===== config.mk =====
export PLATFORM = sky130hd
export DESIGN_NAME = pie_port_irq
export DESIGN_NICKNAME = d
export VERILOG_FILES = /design/src/design/pie_edge_detect.v /design/src/design/pie_port_irq.v
export VERILOG_INCLUDE_DIRS = /design/src /design/src/common
export SDC_FILE = /design/constraint.sdc
export NUM_CORES = 1
export LEC_CHECK = 0
export ABC_AREA = 1
export BUFFER_PORTS_ARGS = -buffer_cell sky130_fd_sc_hd__buf_2
export CAP_MARGIN = 20
export CORE_UTILIZATION = 45
export CTS_CLUSTER_DIAMETER = 40
export DETAILED_ROUTE_END_ITERATION = 8
export PLACE_DENSITY = 0.67
export SLEW_MARGIN = 20
export SYNTH_ARGS = -nofsm -noshare
export SYNTH_HDL_FRONTEND = slang
export SYNTH_HIERARCHICAL = 1
export SYNTH_SLANG_ARGS = --single-unit
export TNS_END_PERCENT = 20

===== constraint.sdc =====
create_clock -name CORE_CLK -period 11.9 [get_ports CORE_CLK]
set_clock_uncertainty 0.2 [all_clocks]
set_input_delay 1.19 -clock CORE_CLK [delete_from_list [all_inputs] [get_ports CORE_CLK]]
set_output_delay 1.19 -clock CORE_CLK [all_outputs]
set_load 0.005 [all_outputs]

===== src/common/pie_consts.vh =====
`ifndef PIE_CONSTS_VH
`define PIE_CONSTS_VH
// Register addresses in the register file
`define PIE_ADDR_PA_EN_HIGH  12'hFC4
`define PIE_ADDR_PA_EN_LOW   12'hFC5
`define PIE_ADDR_PC_EN_HIGH  12'hFC7
`define PIE_ADDR_PC_EN_LOW   12'hFC8
`define PIE_ADDR_SHARED_SEL  12'hFC9
`define PIE_ADDR_PA_EDGE     12'hFCA
// Reset values
`define PIE_RST_ENABLE       8'h00
`define PIE_RST_SEL          8'h00
`define PIE_RST_EDGE         8'h00
// Field positions in the shared source select register
`define PIE_SEL_LVD_BIT      7
`define PIE_SEL_CMP_BIT      6
// Priority levels
`define PIE_LVL_OFF          2'h0
`define PIE_LVL_LOW          2'h1
`define PIE_LVL_MED          2'h2
`define PIE_LVL_HIGH         2'h3
// Port C implemented width
`define PIE_PC_BITS          4
`endif


===== src/design/pie_edge_detect.v =====
`timescale 1ns/1ps
// Per-pin edge detector: rising, falling or both edges
module pie_edge_detect #(
   parameter WIDTH = 8
) (
   input  wire             CORE_CLK,
   input  wire             RESET_N,
   input  wire [WIDTH-1:0] PIN_IN,
   input  wire [WIDTH-1:0] FALL_SEL,
   input  wire             BOTH_EDGES,
   output wire [WIDTH-1:0] EDGE_PULSE
);

   reg [WIDTH-1:0] prev_reg;   // Pin level one cycle ago
   reg             armed_reg;  // Low in the first cycle after reset

   // Remember previous pin level
   // Pulses stay masked for one cycle after reset, since a pin already
   // high at release is a level and not an edge
   always @(posedge CORE_CLK or negedge RESET_N) begin
      if (!RESET_N) begin
         prev_reg  <= {WIDTH{1'b0}};
         armed_reg <= 1'b0;
      end else begin
         prev_reg  <= PIN_IN;
         armed_reg <= 1'b1;
      end
   end

   // Rise, fall or either; combinational so the pulse lines up with the change
   // Limitation: a real edge inside that first masked cycle is lost
   assign EDGE_PULSE = {WIDTH{armed_reg}} &
                       (BOTH_EDGES ? (PIN_IN ^ prev_reg) :
                        ((PIN_IN & ~prev_reg & ~FALL_SEL) | (~PIN_IN & prev_reg & FALL_SEL)));

endmodule // pie_edge_detect


===== src/design/pie_port_irq.v =====
`timescale 1ns/1ps
`include "pie_consts.vh"
// Summary of operation
// - Enable pair encodes off, low, medium, high
// - Port A high and low enable registers
// - Bit 7 pair governs pin7 or detector
// - Bit 6 pair governs pin6 or comparator
// - Select chooses pin or shared source
// - Port C high enables in bits 3:0
// - Port A selectable edge, port C both
// - Equal level resolved by fixed vector order
module pie_port_irq #(
   parameter ADDR_W = 12
) (
   input  wire              CORE_CLK,
   input  wire              RESET_N,
   input  wire [ADDR_W-1:0] ADDR,
   input  wire [7:0]        WDATA,
   input  wire              WR,
   input  wire              RD,
   output reg  [7:0]        RDATA,
   input  wire [7:0]        PORTA_IN,
   input  wire [3:0]        PORTC_IN,
   input  wire              LVD_IRQ,
   input  wire              CMP_IRQ,
   input  wire              IRQ_ACK,
   output wire              IRQ_REQ,
   output reg  [1:0]        IRQ_LEVEL,
   output reg  [3:0]        IRQ_SRC
);

   // Register map on the register file bus:
   //   port A high enables, one bit per pin
   //   port A low enables, one bit per pin
   //   port C high enables in the low nibble
   //   port C low enables in the low nibble
   //   shared source select, bit 7 detector, bit 6 comparator
   //   port A edge polarity, one bit per pin
   // Source numbering, highest first:
   //   11 down to 4 are port A pins 7 down to 0
   //   3 down to 0 are port C pins 3 down to 0
   // Pending flags latch even for disabled sources. Limitation: a flag
   // caught while its pair was off surfaces as soon as software
   // programs the pair, so the core sees an old event then.

   // Enable and control registers
   reg [7:0] pa_en_high_reg;   // Port A high enables
   reg [7:0] pa_en_low_reg;    // Port A low enables
   reg [7:0] pc_en_high_reg;   // Port C high enables, upper nibble stored
   reg [3:0] pc_en_low_reg;    // Port C low enables
   reg [7:0] shared_sel_reg;   // Shared source select
   reg [7:0] pa_edge_reg;      // Port A edge polarity, 1 = falling
   reg [11:0] pending_reg;     // Pending requests, index 11 = port A pin 7
   reg [11:0] pending_next;    // Next pending value
   reg [1:0]  best_lvl;        // Winning level
   reg [3:0]  best_idx;        // Winning source index
   reg [1:0]  lvl;             // Scratch level
   integer    i;               // Loop index

   wire [7:0]  pa_edge;        // Port A edge pulses
   wire [3:0]  pc_edge;        // Port C edge pulses
   wire [7:0]  pa_event;       // Port A events after sharing
   wire [11:0] events;         // All events in vector order
   wire [11:0] en_high;        // High enables aligned to events
   wire [11:0] en_low;         // Low enables aligned to events
   wire [11:0] ack_clr;        // Clear from core acknowledge

   // Priority level from an enable pair
   function [1:0] pair_level;
      input hi;
      input lo;
      begin
         pair_level = {hi, lo};
      end
   endfunction

   // Port A edges, selectable polarity
   // Polarity per pin comes from the edge register
   pie_edge_detect #(.WIDTH(8)) u_pa_edge (
      .CORE_CLK   (CORE_CLK),
      .RESET_N    (RESET_N),
      .PIN_IN     (PORTA_IN),
      .FALL_SEL   (pa_edge_reg),
      .BOTH_EDGES (1'b0),
      .EDGE_PULSE (pa_edge)
   );

   // Port C edges, both directions
   // Both edges count, so port C needs no polarity register
   pie_edge_detect #(.WIDTH(4)) u_pc_edge (
      .CORE_CLK   (CORE_CLK),
      .RESET_N    (RESET_N),
      .PIN_IN     (PORTC_IN),
      .FALL_SEL   (4'h0),
      .BOTH_EDGES (1'b1),
      .EDGE_PULSE (pc_edge)
   );

   // Shared lines: pin or internal source; internal sources are event pulses
   // Limitation: a held internal level would set its flag again every
   // cycle, so those sources must deliver one-cycle pulses
   assign pa_event[7]   = shared_sel_reg[`PIE_SEL_LVD_BIT] ? LVD_IRQ : pa_edge[7];
   assign pa_event[6]   = shared_sel_reg[`PIE_SEL_CMP_BIT] ? CMP_IRQ : pa_edge[6];
   assign pa_event[5:0] = pa_edge[5:0];

   // Port C below port A so lower index means lower precedence
   assign events  = {pa_event, pc_edge};
   assign en_high = {pa_en_high_reg, pc_en_high_reg[3:0]};
   assign en_low  = {pa_en_low_reg, pc_en_low_reg};

   // Acknowledge clears the current live winning source
   // Hazard: this is the live winner, not the registered source; a core
   // that acks while a newcomer just took over clears the newcomer, so
   // the core lets level and source settle before it acknowledges
   assign ack_clr = (IRQ_ACK && IRQ_REQ) ? (12'h001 << best_idx) : 12'h000;

   // Pending flags: new event beats acknowledge in the same cycle
   // Set wins so an edge landing on the ack cycle is never lost
   always @* begin
      pending_next = (pending_reg & ~ack_clr) | events;
   end

   // Pick highest level, ties to highest index
   // Twelve sources scanned in one cycle; a flat scan is cheap at this size
   always @* begin
      best_lvl = `PIE_LVL_OFF;
      best_idx = 4'h0;
      lvl      = `PIE_LVL_OFF;
      for (i = 0; i < 12; i = i + 1) begin
         lvl = pair_level(en_high[i], en_low[i]);
         // Ascending scan with >= lets the later, higher-index vector win ties
         if (pending_reg[i] && lvl != `PIE_LVL_OFF && lvl >= best_lvl) begin
            best_lvl = lvl;
            best_idx = i[3:0];
         end
      end
   end

   // Request is combinational, one cycle ahead of level and source
   // Traded for a faster request at the cost of a longer path to the core
   assign IRQ_REQ = (best_lvl != `PIE_LVL_OFF);

   // Register writes and pending state
   // Reserved port C high-enable nibble is kept so a readback shows what was written
   always @(posedge CORE_CLK or negedge RESET_N) begin
      if (!RESET_N) begin
         pa_en_high_reg <= `PIE_RST_ENABLE;
         pa_en_low_reg  <= `PIE_RST_ENABLE;
         pc_en_high_reg <= `PIE_RST_ENABLE;
         pc_en_low_reg  <= 4'h0;
         shared_sel_reg <= `PIE_RST_SEL;
         pa_edge_reg    <= `PIE_RST_EDGE;
         pending_reg    <= 12'h000;
      end else begin
         pending_reg <= pending_next;
         if (WR) begin
            case (ADDR)
               `PIE_ADDR_PA_EN_HIGH: begin
                  pa_en_high_reg <= WDATA;
               end
               `PIE_ADDR_PA_EN_LOW: begin
                  pa_en_low_reg <= WDATA;
               end
               `PIE_ADDR_PC_EN_HIGH: begin
                  // Upper nibble stored as written; software keeps it zero
                  pc_en_high_reg <= WDATA;
               end
               `PIE_ADDR_PC_EN_LOW: begin
                  pc_en_low_reg <= WDATA[3:0];
               end
               `PIE_ADDR_SHARED_SEL: begin
                  shared_sel_reg <= WDATA;
               end
               `PIE_ADDR_PA_EDGE: begin
                  pa_edge_reg <= WDATA;
               end
               default: begin
                  // Unmapped writes are ignored
               end
            endcase
         end
      end
   end

   // Read data one cycle after the strobe, zero otherwise
   // Zero outside the read cycle keeps a wired read bus quiet
   always @(posedge CORE_CLK or negedge RESET_N) begin
      if (!RESET_N) begin
         RDATA <= 8'h00;
      end else if (RD) begin
         case (ADDR)
            `PIE_ADDR_PA_EN_HIGH:  RDATA <= pa_en_high_reg;
            `PIE_ADDR_PA_EN_LOW:   RDATA <= pa_en_low_reg;
            `PIE_ADDR_PC_EN_HIGH:  RDATA <= pc_en_high_reg;
            `PIE_ADDR_PC_EN_LOW:   RDATA <= {4'h0, pc_en_low_reg};
            `PIE_ADDR_SHARED_SEL:  RDATA <= shared_sel_reg;
            `PIE_ADDR_PA_EDGE:     RDATA <= pa_edge_reg;
            default:               RDATA <= 8'h00;
         endcase
      end else begin
         RDATA <= 8'h00;
      end
   end

   // Registered winner for the core
   // Level and source lag the request by one cycle
   always @(posedge CORE_CLK or negedge RESET_N) begin
      if (!RESET_N) begin
         IRQ_LEVEL <= `PIE_LVL_OFF;
         IRQ_SRC   <= 4'h0;
      end else begin
         IRQ_LEVEL <= best_lvl;
         IRQ_SRC   <= best_idx;
      end
   end

endmodule // pie_port_irq


==> impl_results.rst <==
.. list-table::
   :header-rows: 1

   * - Metric
     - Value
   * - Initial DRT Pass Iterations
     - 5
   * - Peak fanout along the critical path
     - 4
   * - Final WL
     - 14600 µm
   * - Final setup fails
     - 5
   * - Clock root buffer
     - sky130_fd_sc_hd__clkbuf_16
   * - Row count
     - 38
   * - Kind of start point of the critical path
     - flop
   * - Width of the chip
     - 108 µm
   * - Post-route cell area
     - 6720 µm²
   * - Sw power
     - 0.165 mW
   * - Worst-case reg-to-reg path depth
     - 88
   * - Required time of the worst setup path
     - 10.51 ns
   * - Number of buffers added by the clock tree synthesis step
     - 9
   * - Number of clock sinks seen by CTS
     - 84
   * - DRC marker count from the first detailed-route iteration
     - 271
   * - Synth top area share
     - 41.3%
   * - Switching part of the total power
     - 26.2%
   * - Initial antenna violation count
     - 0
   * - Fillers
     - 941
   * - R2r endpoint
     - pending_reg[0]$_DFF_PN0_
   * - Commonest non-fill, non-tap cells in the layout
     - sky130_fd_sc_hd__nand2_1, sky130_fd_sc_hd__inv_1, sky130_fd_sc_hd__dfrtp_1
   * - Cell type group with the largest total delay on the critical path
     - simple AND/OR/NAND/NOR gates
   * - Sequential fraction of the synthesis area
     - 41.3%
   * - PortBufs
     - 53
   * - Hold_sp
     - pending_reg[2]$_DFF_PN0_
   * - Synthesis warning total
     - 6
   * - Area of the mapped netlist
     - 5090 µm²
   * - Hold path cells
     - 2
   * - Combined global-route utilization of all metal layers
     - 24.1%
   * - Worst min-delay path category
     - reg2reg
   * - Delay contributed by the slowest stage of the critical path
     - 0.38 ns
   * - Arr. time, crit path
     - 10.73 ns
   * - Die ar.
     - 11700 µm²
   * - Number of maximum-capacitance violations
     - 0
   * - Vias per inst
     - 5.24
   * - Share of total power in the clock network
     - 43.2%
   * - Violated checks
     - negative setup slack
   * - H-tree levels
     - 3
   * - Static Leakage
     - 3.39 nW
   * - GPL Wtd Cong
     - 0.830
   * - Transition time at the pin with the least slew margin
     - 0.849 ns
   * - Timing-limited maximum frequency
     - 82.5 MHz
   * - Area inside the core boundary
     - 10900 µm²
   * - Area Overhead vs Synth
     - 32.0%
   * - Standard cell with the maximum stage delay on the critical path
     - sky130_fd_sc_hd__dfrtp_1
   * - Boundary pin count
     - 54
   * - Count of placed standard cells including taps
     - 875
   * - Instance area after placement
     - 5570 µm²
   * - Headroom to the max-slew limit
     - 42.7%
   * - Post-DP HPWL
     - 9240 µm
   * - Critical Path Most Common Cell
     - sky130_fd_sc_hd__nand2_2
   * - Via Count
     - 4956
   * - Pwr dens
     - 93.6 nW/µm²
   * - Clock insertion delay at the later pin of the skew report
     - 0.35 ns
   * - Global-route wire length before repair
     - 21700 µm
   * - Number of hold-repair buffers added at the cts stage
     - 0
   * - Leading cell type in the layout, fill and taps excluded
     - sky130_fd_sc_hd__nand2_1
   * - Floorplan die height
     - 108 µm
   * - Share of total power in sequential cells
     - 46.7%
   * - Library cell with the largest summed area after synthesis
     - sky130_fd_sc_hd__dfrtp_1
   * - Number of cells produced by synthesis
     - 673
   * - Post-layout min period
     - 12.12 ns
   * - Total count of max-transition violations in the final report
     - 0
   * - CTS tree
     - yes
   * - Total DRC errors in the routed layout
     - 0
   * - Antenna Violating Nets Remaining
     - 0
   * - Internal power
     - 0.464 mW
   * - Fraction of the cycle the final worst path needs
     - 102%
   * - Logic gate share of total power
     - 10.1%
   * - Status
     - complete, but fails checks
   * - Top post-synthesis cells by area
     - sky130_fd_sc_hd__dfrtp_1, sky130_fd_sc_hd__nand2_1, sky130_fd_sc_hd__ha_1
   * - Average footprint of a synthesized cell
     - 7.56 µm²
   * - Post-synthesis register bit count
     - 84
   * - Initial cell density of the core
     - 46.6%
   * - CP Buf/Inv Count
     - 11
   * - Clock slew seen by the registers of the worst setup and hold paths
     - 0.07 ns
   * - Flip-flop count of the largest register, all copies and words added
     - 12
   * - Total congestion overflow
     - 0
   * - Per-cell routed wire length
     - 15.5 µm
   * - Bufs on Longest Clock Path
     - 2
   * - Kind of critical path
     - reg2out
   * - Unique cell type count in the Yosys netlist
     - 38
   * - Final hold vios
     - 0
   * - Fraction of layout cells with a size suffix above 1
     - 30.9%
   * - Largest net degree at the start of global routing
     - 57
   * - WHS Endpoint
     - pending_reg[2]$_DFF_PN0_
   * - Reg-to-reg startpoint
     - pc_en_high_reg[0]$_DFFE_PN0P_
   * - Final worst hold slack
     - 0.282 ns
   * - Share of the core filled with cells
     - 61.5%
   * - Kind of capture point of the worst setup path
     - output port
   * - Number of antenna repair diodes
     - 0
   * - Non-Filler Instances
     - 945
   * - Via count of the first global-routing pass
     - 4637
   * - Peak supply drop
     - 0.0532 mV
   * - Reg2Reg Setup Slack
     - -0.11 ns
   * - Post-layout nets
     - 876
   * - Setup repair after global routing missed its margin
     - yes
   * - Worst Setup Slack, final
     - -0.223 ns
-- power by group through the flow --
stage | registers, mW | logic, mW | clock network (mW)
2_1_floorplan | 0.298 | 0.0301 | 0
3_3_place_gp | 0.298 | 0.0492 | 0
3_5_place_dp | 0.299 | 0.0515 | 0
4_1_cts | 0.293 | 0.0539 | 0.275
5_1_grt | 0.294 | 0.0721 | 0.288
6_report | 0.294 | 0.0636 | 0.272
-- cell type report --
type                       instances  area, µm²  share of cell area (%)
inverter                         120        453                    6.74
tap                              140        175                    2.61
multi-input combinational        472       2980                    44.3
sequential                        84       2100                    31.3
clock buffer                      10        239                    3.56
clock inverter                     6       47.5                   0.707
timing repair buffer             113        726                    10.8
-- worst reg2reg max path, delay by kind of cell, from the launching register on --
kind	cells	cell delay, ns
AO/OA/AOI/OAI	8	1.50
flip-flops	1	0.38
AND/OR/NAND/NOR	40	4.23
adder cells (fa/ha/maj)	8	2.04
buffers and inverters	32	3.56
-- worst max path at each step --
stage,to,from,slack [ns],cells after the start
6_report,IRQ_REQ,pc_en_high_reg[0]$_DFFE_PN0P_,-0.22,82
4_1_cts,IRQ_REQ,pc_en_high_reg[0]$_DFFE_PN0P_,0.001,83
3_5_place_dp,IRQ_REQ,pc_en_high_reg[0]$_DFFE_PN0P_,-0.33,80
5_1_grt,IRQ_REQ,pc_en_low_reg[0]$_DFFE_PN0P_,-0.78,83
3_3_place_gp,IRQ_REQ,pc_en_high_reg[0]$_DFFE_PN0P_,0.21,81
2_1_floorplan,IRQ_REQ,pc_en_low_reg[0]$_DFFE_PN0P_,0.66,80
-- cells in the mapped netlist --
master	instances
sky130_fd_sc_hd__a21o_1	1
sky130_fd_sc_hd__a21oi_1	10
sky130_fd_sc_hd__a21oi_2	2
sky130_fd_sc_hd__a221oi_1	5
sky130_fd_sc_hd__a22oi_1	1
sky130_fd_sc_hd__a31oi_1	8
sky130_fd_sc_hd__and2_1	5
sky130_fd_sc_hd__and3_1	1
sky130_fd_sc_hd__buf_4	1
sky130_fd_sc_hd__buf_6	2
sky130_fd_sc_hd__clkbuf_1	5
sky130_fd_sc_hd__clkbuf_2	1
sky130_fd_sc_hd__conb_1	4
sky130_fd_sc_hd__dfrtp_1	84
sky130_fd_sc_hd__ha_1	37
sky130_fd_sc_hd__inv_1	118
sky130_fd_sc_hd__inv_2	2
sky130_fd_sc_hd__mux2i_1	2
sky130_fd_sc_hd__nand2_1	192
sky130_fd_sc_hd__nand2_2	4
sky130_fd_sc_hd__nand2_4	1
sky130_fd_sc_hd__nand3_1	28
sky130_fd_sc_hd__nand3_2	12
sky130_fd_sc_hd__nand4_1	3
sky130_fd_sc_hd__nand4_2	1
sky130_fd_sc_hd__nor2_1	55
sky130_fd_sc_hd__nor2_2	2
sky130_fd_sc_hd__nor2_4	1
sky130_fd_sc_hd__nor3_1	9
sky130_fd_sc_hd__nor4_2	1
sky130_fd_sc_hd__o211ai_1	4
sky130_fd_sc_hd__o211ai_2	1
sky130_fd_sc_hd__o21ai_0	58
sky130_fd_sc_hd__o21ai_1	3
sky130_fd_sc_hd__o21ai_2	2
sky130_fd_sc_hd__o21bai_4	2
sky130_fd_sc_hd__o22ai_1	4
sky130_fd_sc_hd__o41ai_1	1
-- cell families (layout without fill, tap and decap cells) --
group	Yosys count	count (layout)	share of synthesized area, %
simple gates	315	315	27.0
buf+inv	129	249	9.90
compound gates	102	102	12.0
flops	84	84	41.3
fa+ha+maj	37	37	9.09
other cells	4	16	0.295
mux	2	2	0.393
-- metal layers --
| metal | global-route usage [%] | vias up | wire length (µm) |
|---|---|---|---|
| li1 | - | 2368 | - |
| met5 | 0 | - | 0 |
| met2 | 43.5 | 166 | 7460 |
| met4 | 9.85 | 0 | 739 |
| met3 | 3.86 | 68 | 648 |
| met1 | 28.3 | 2354 | 5800 |
-- stage by stage --
step | power [mW] | setup TNS (ns) | setup WS, ns
after global routing | 0.654 | -5.42 | -0.776
after detailed placement | 0.350 | -0.335 | -0.331
after global placement | 0.348 | 0 | 0.208
after CTS | 0.622 | 0 | 0.00149
after floorplan | 0.328 | 0 | 0.658
final | 0.629 | -0.395 | -0.223
-- what timing repair did --
| action | 4_1_cts | 5_1_grt |
|---|---|---|
| pin swaps | 8 | 71 |
| setup buffers | 37 | 20 |
| endpoints found under the setup margin | 5 | 17 |
| gates resized for setup | 18 | 96 |
No activity file was read; power rests on OpenSTA's default activity.
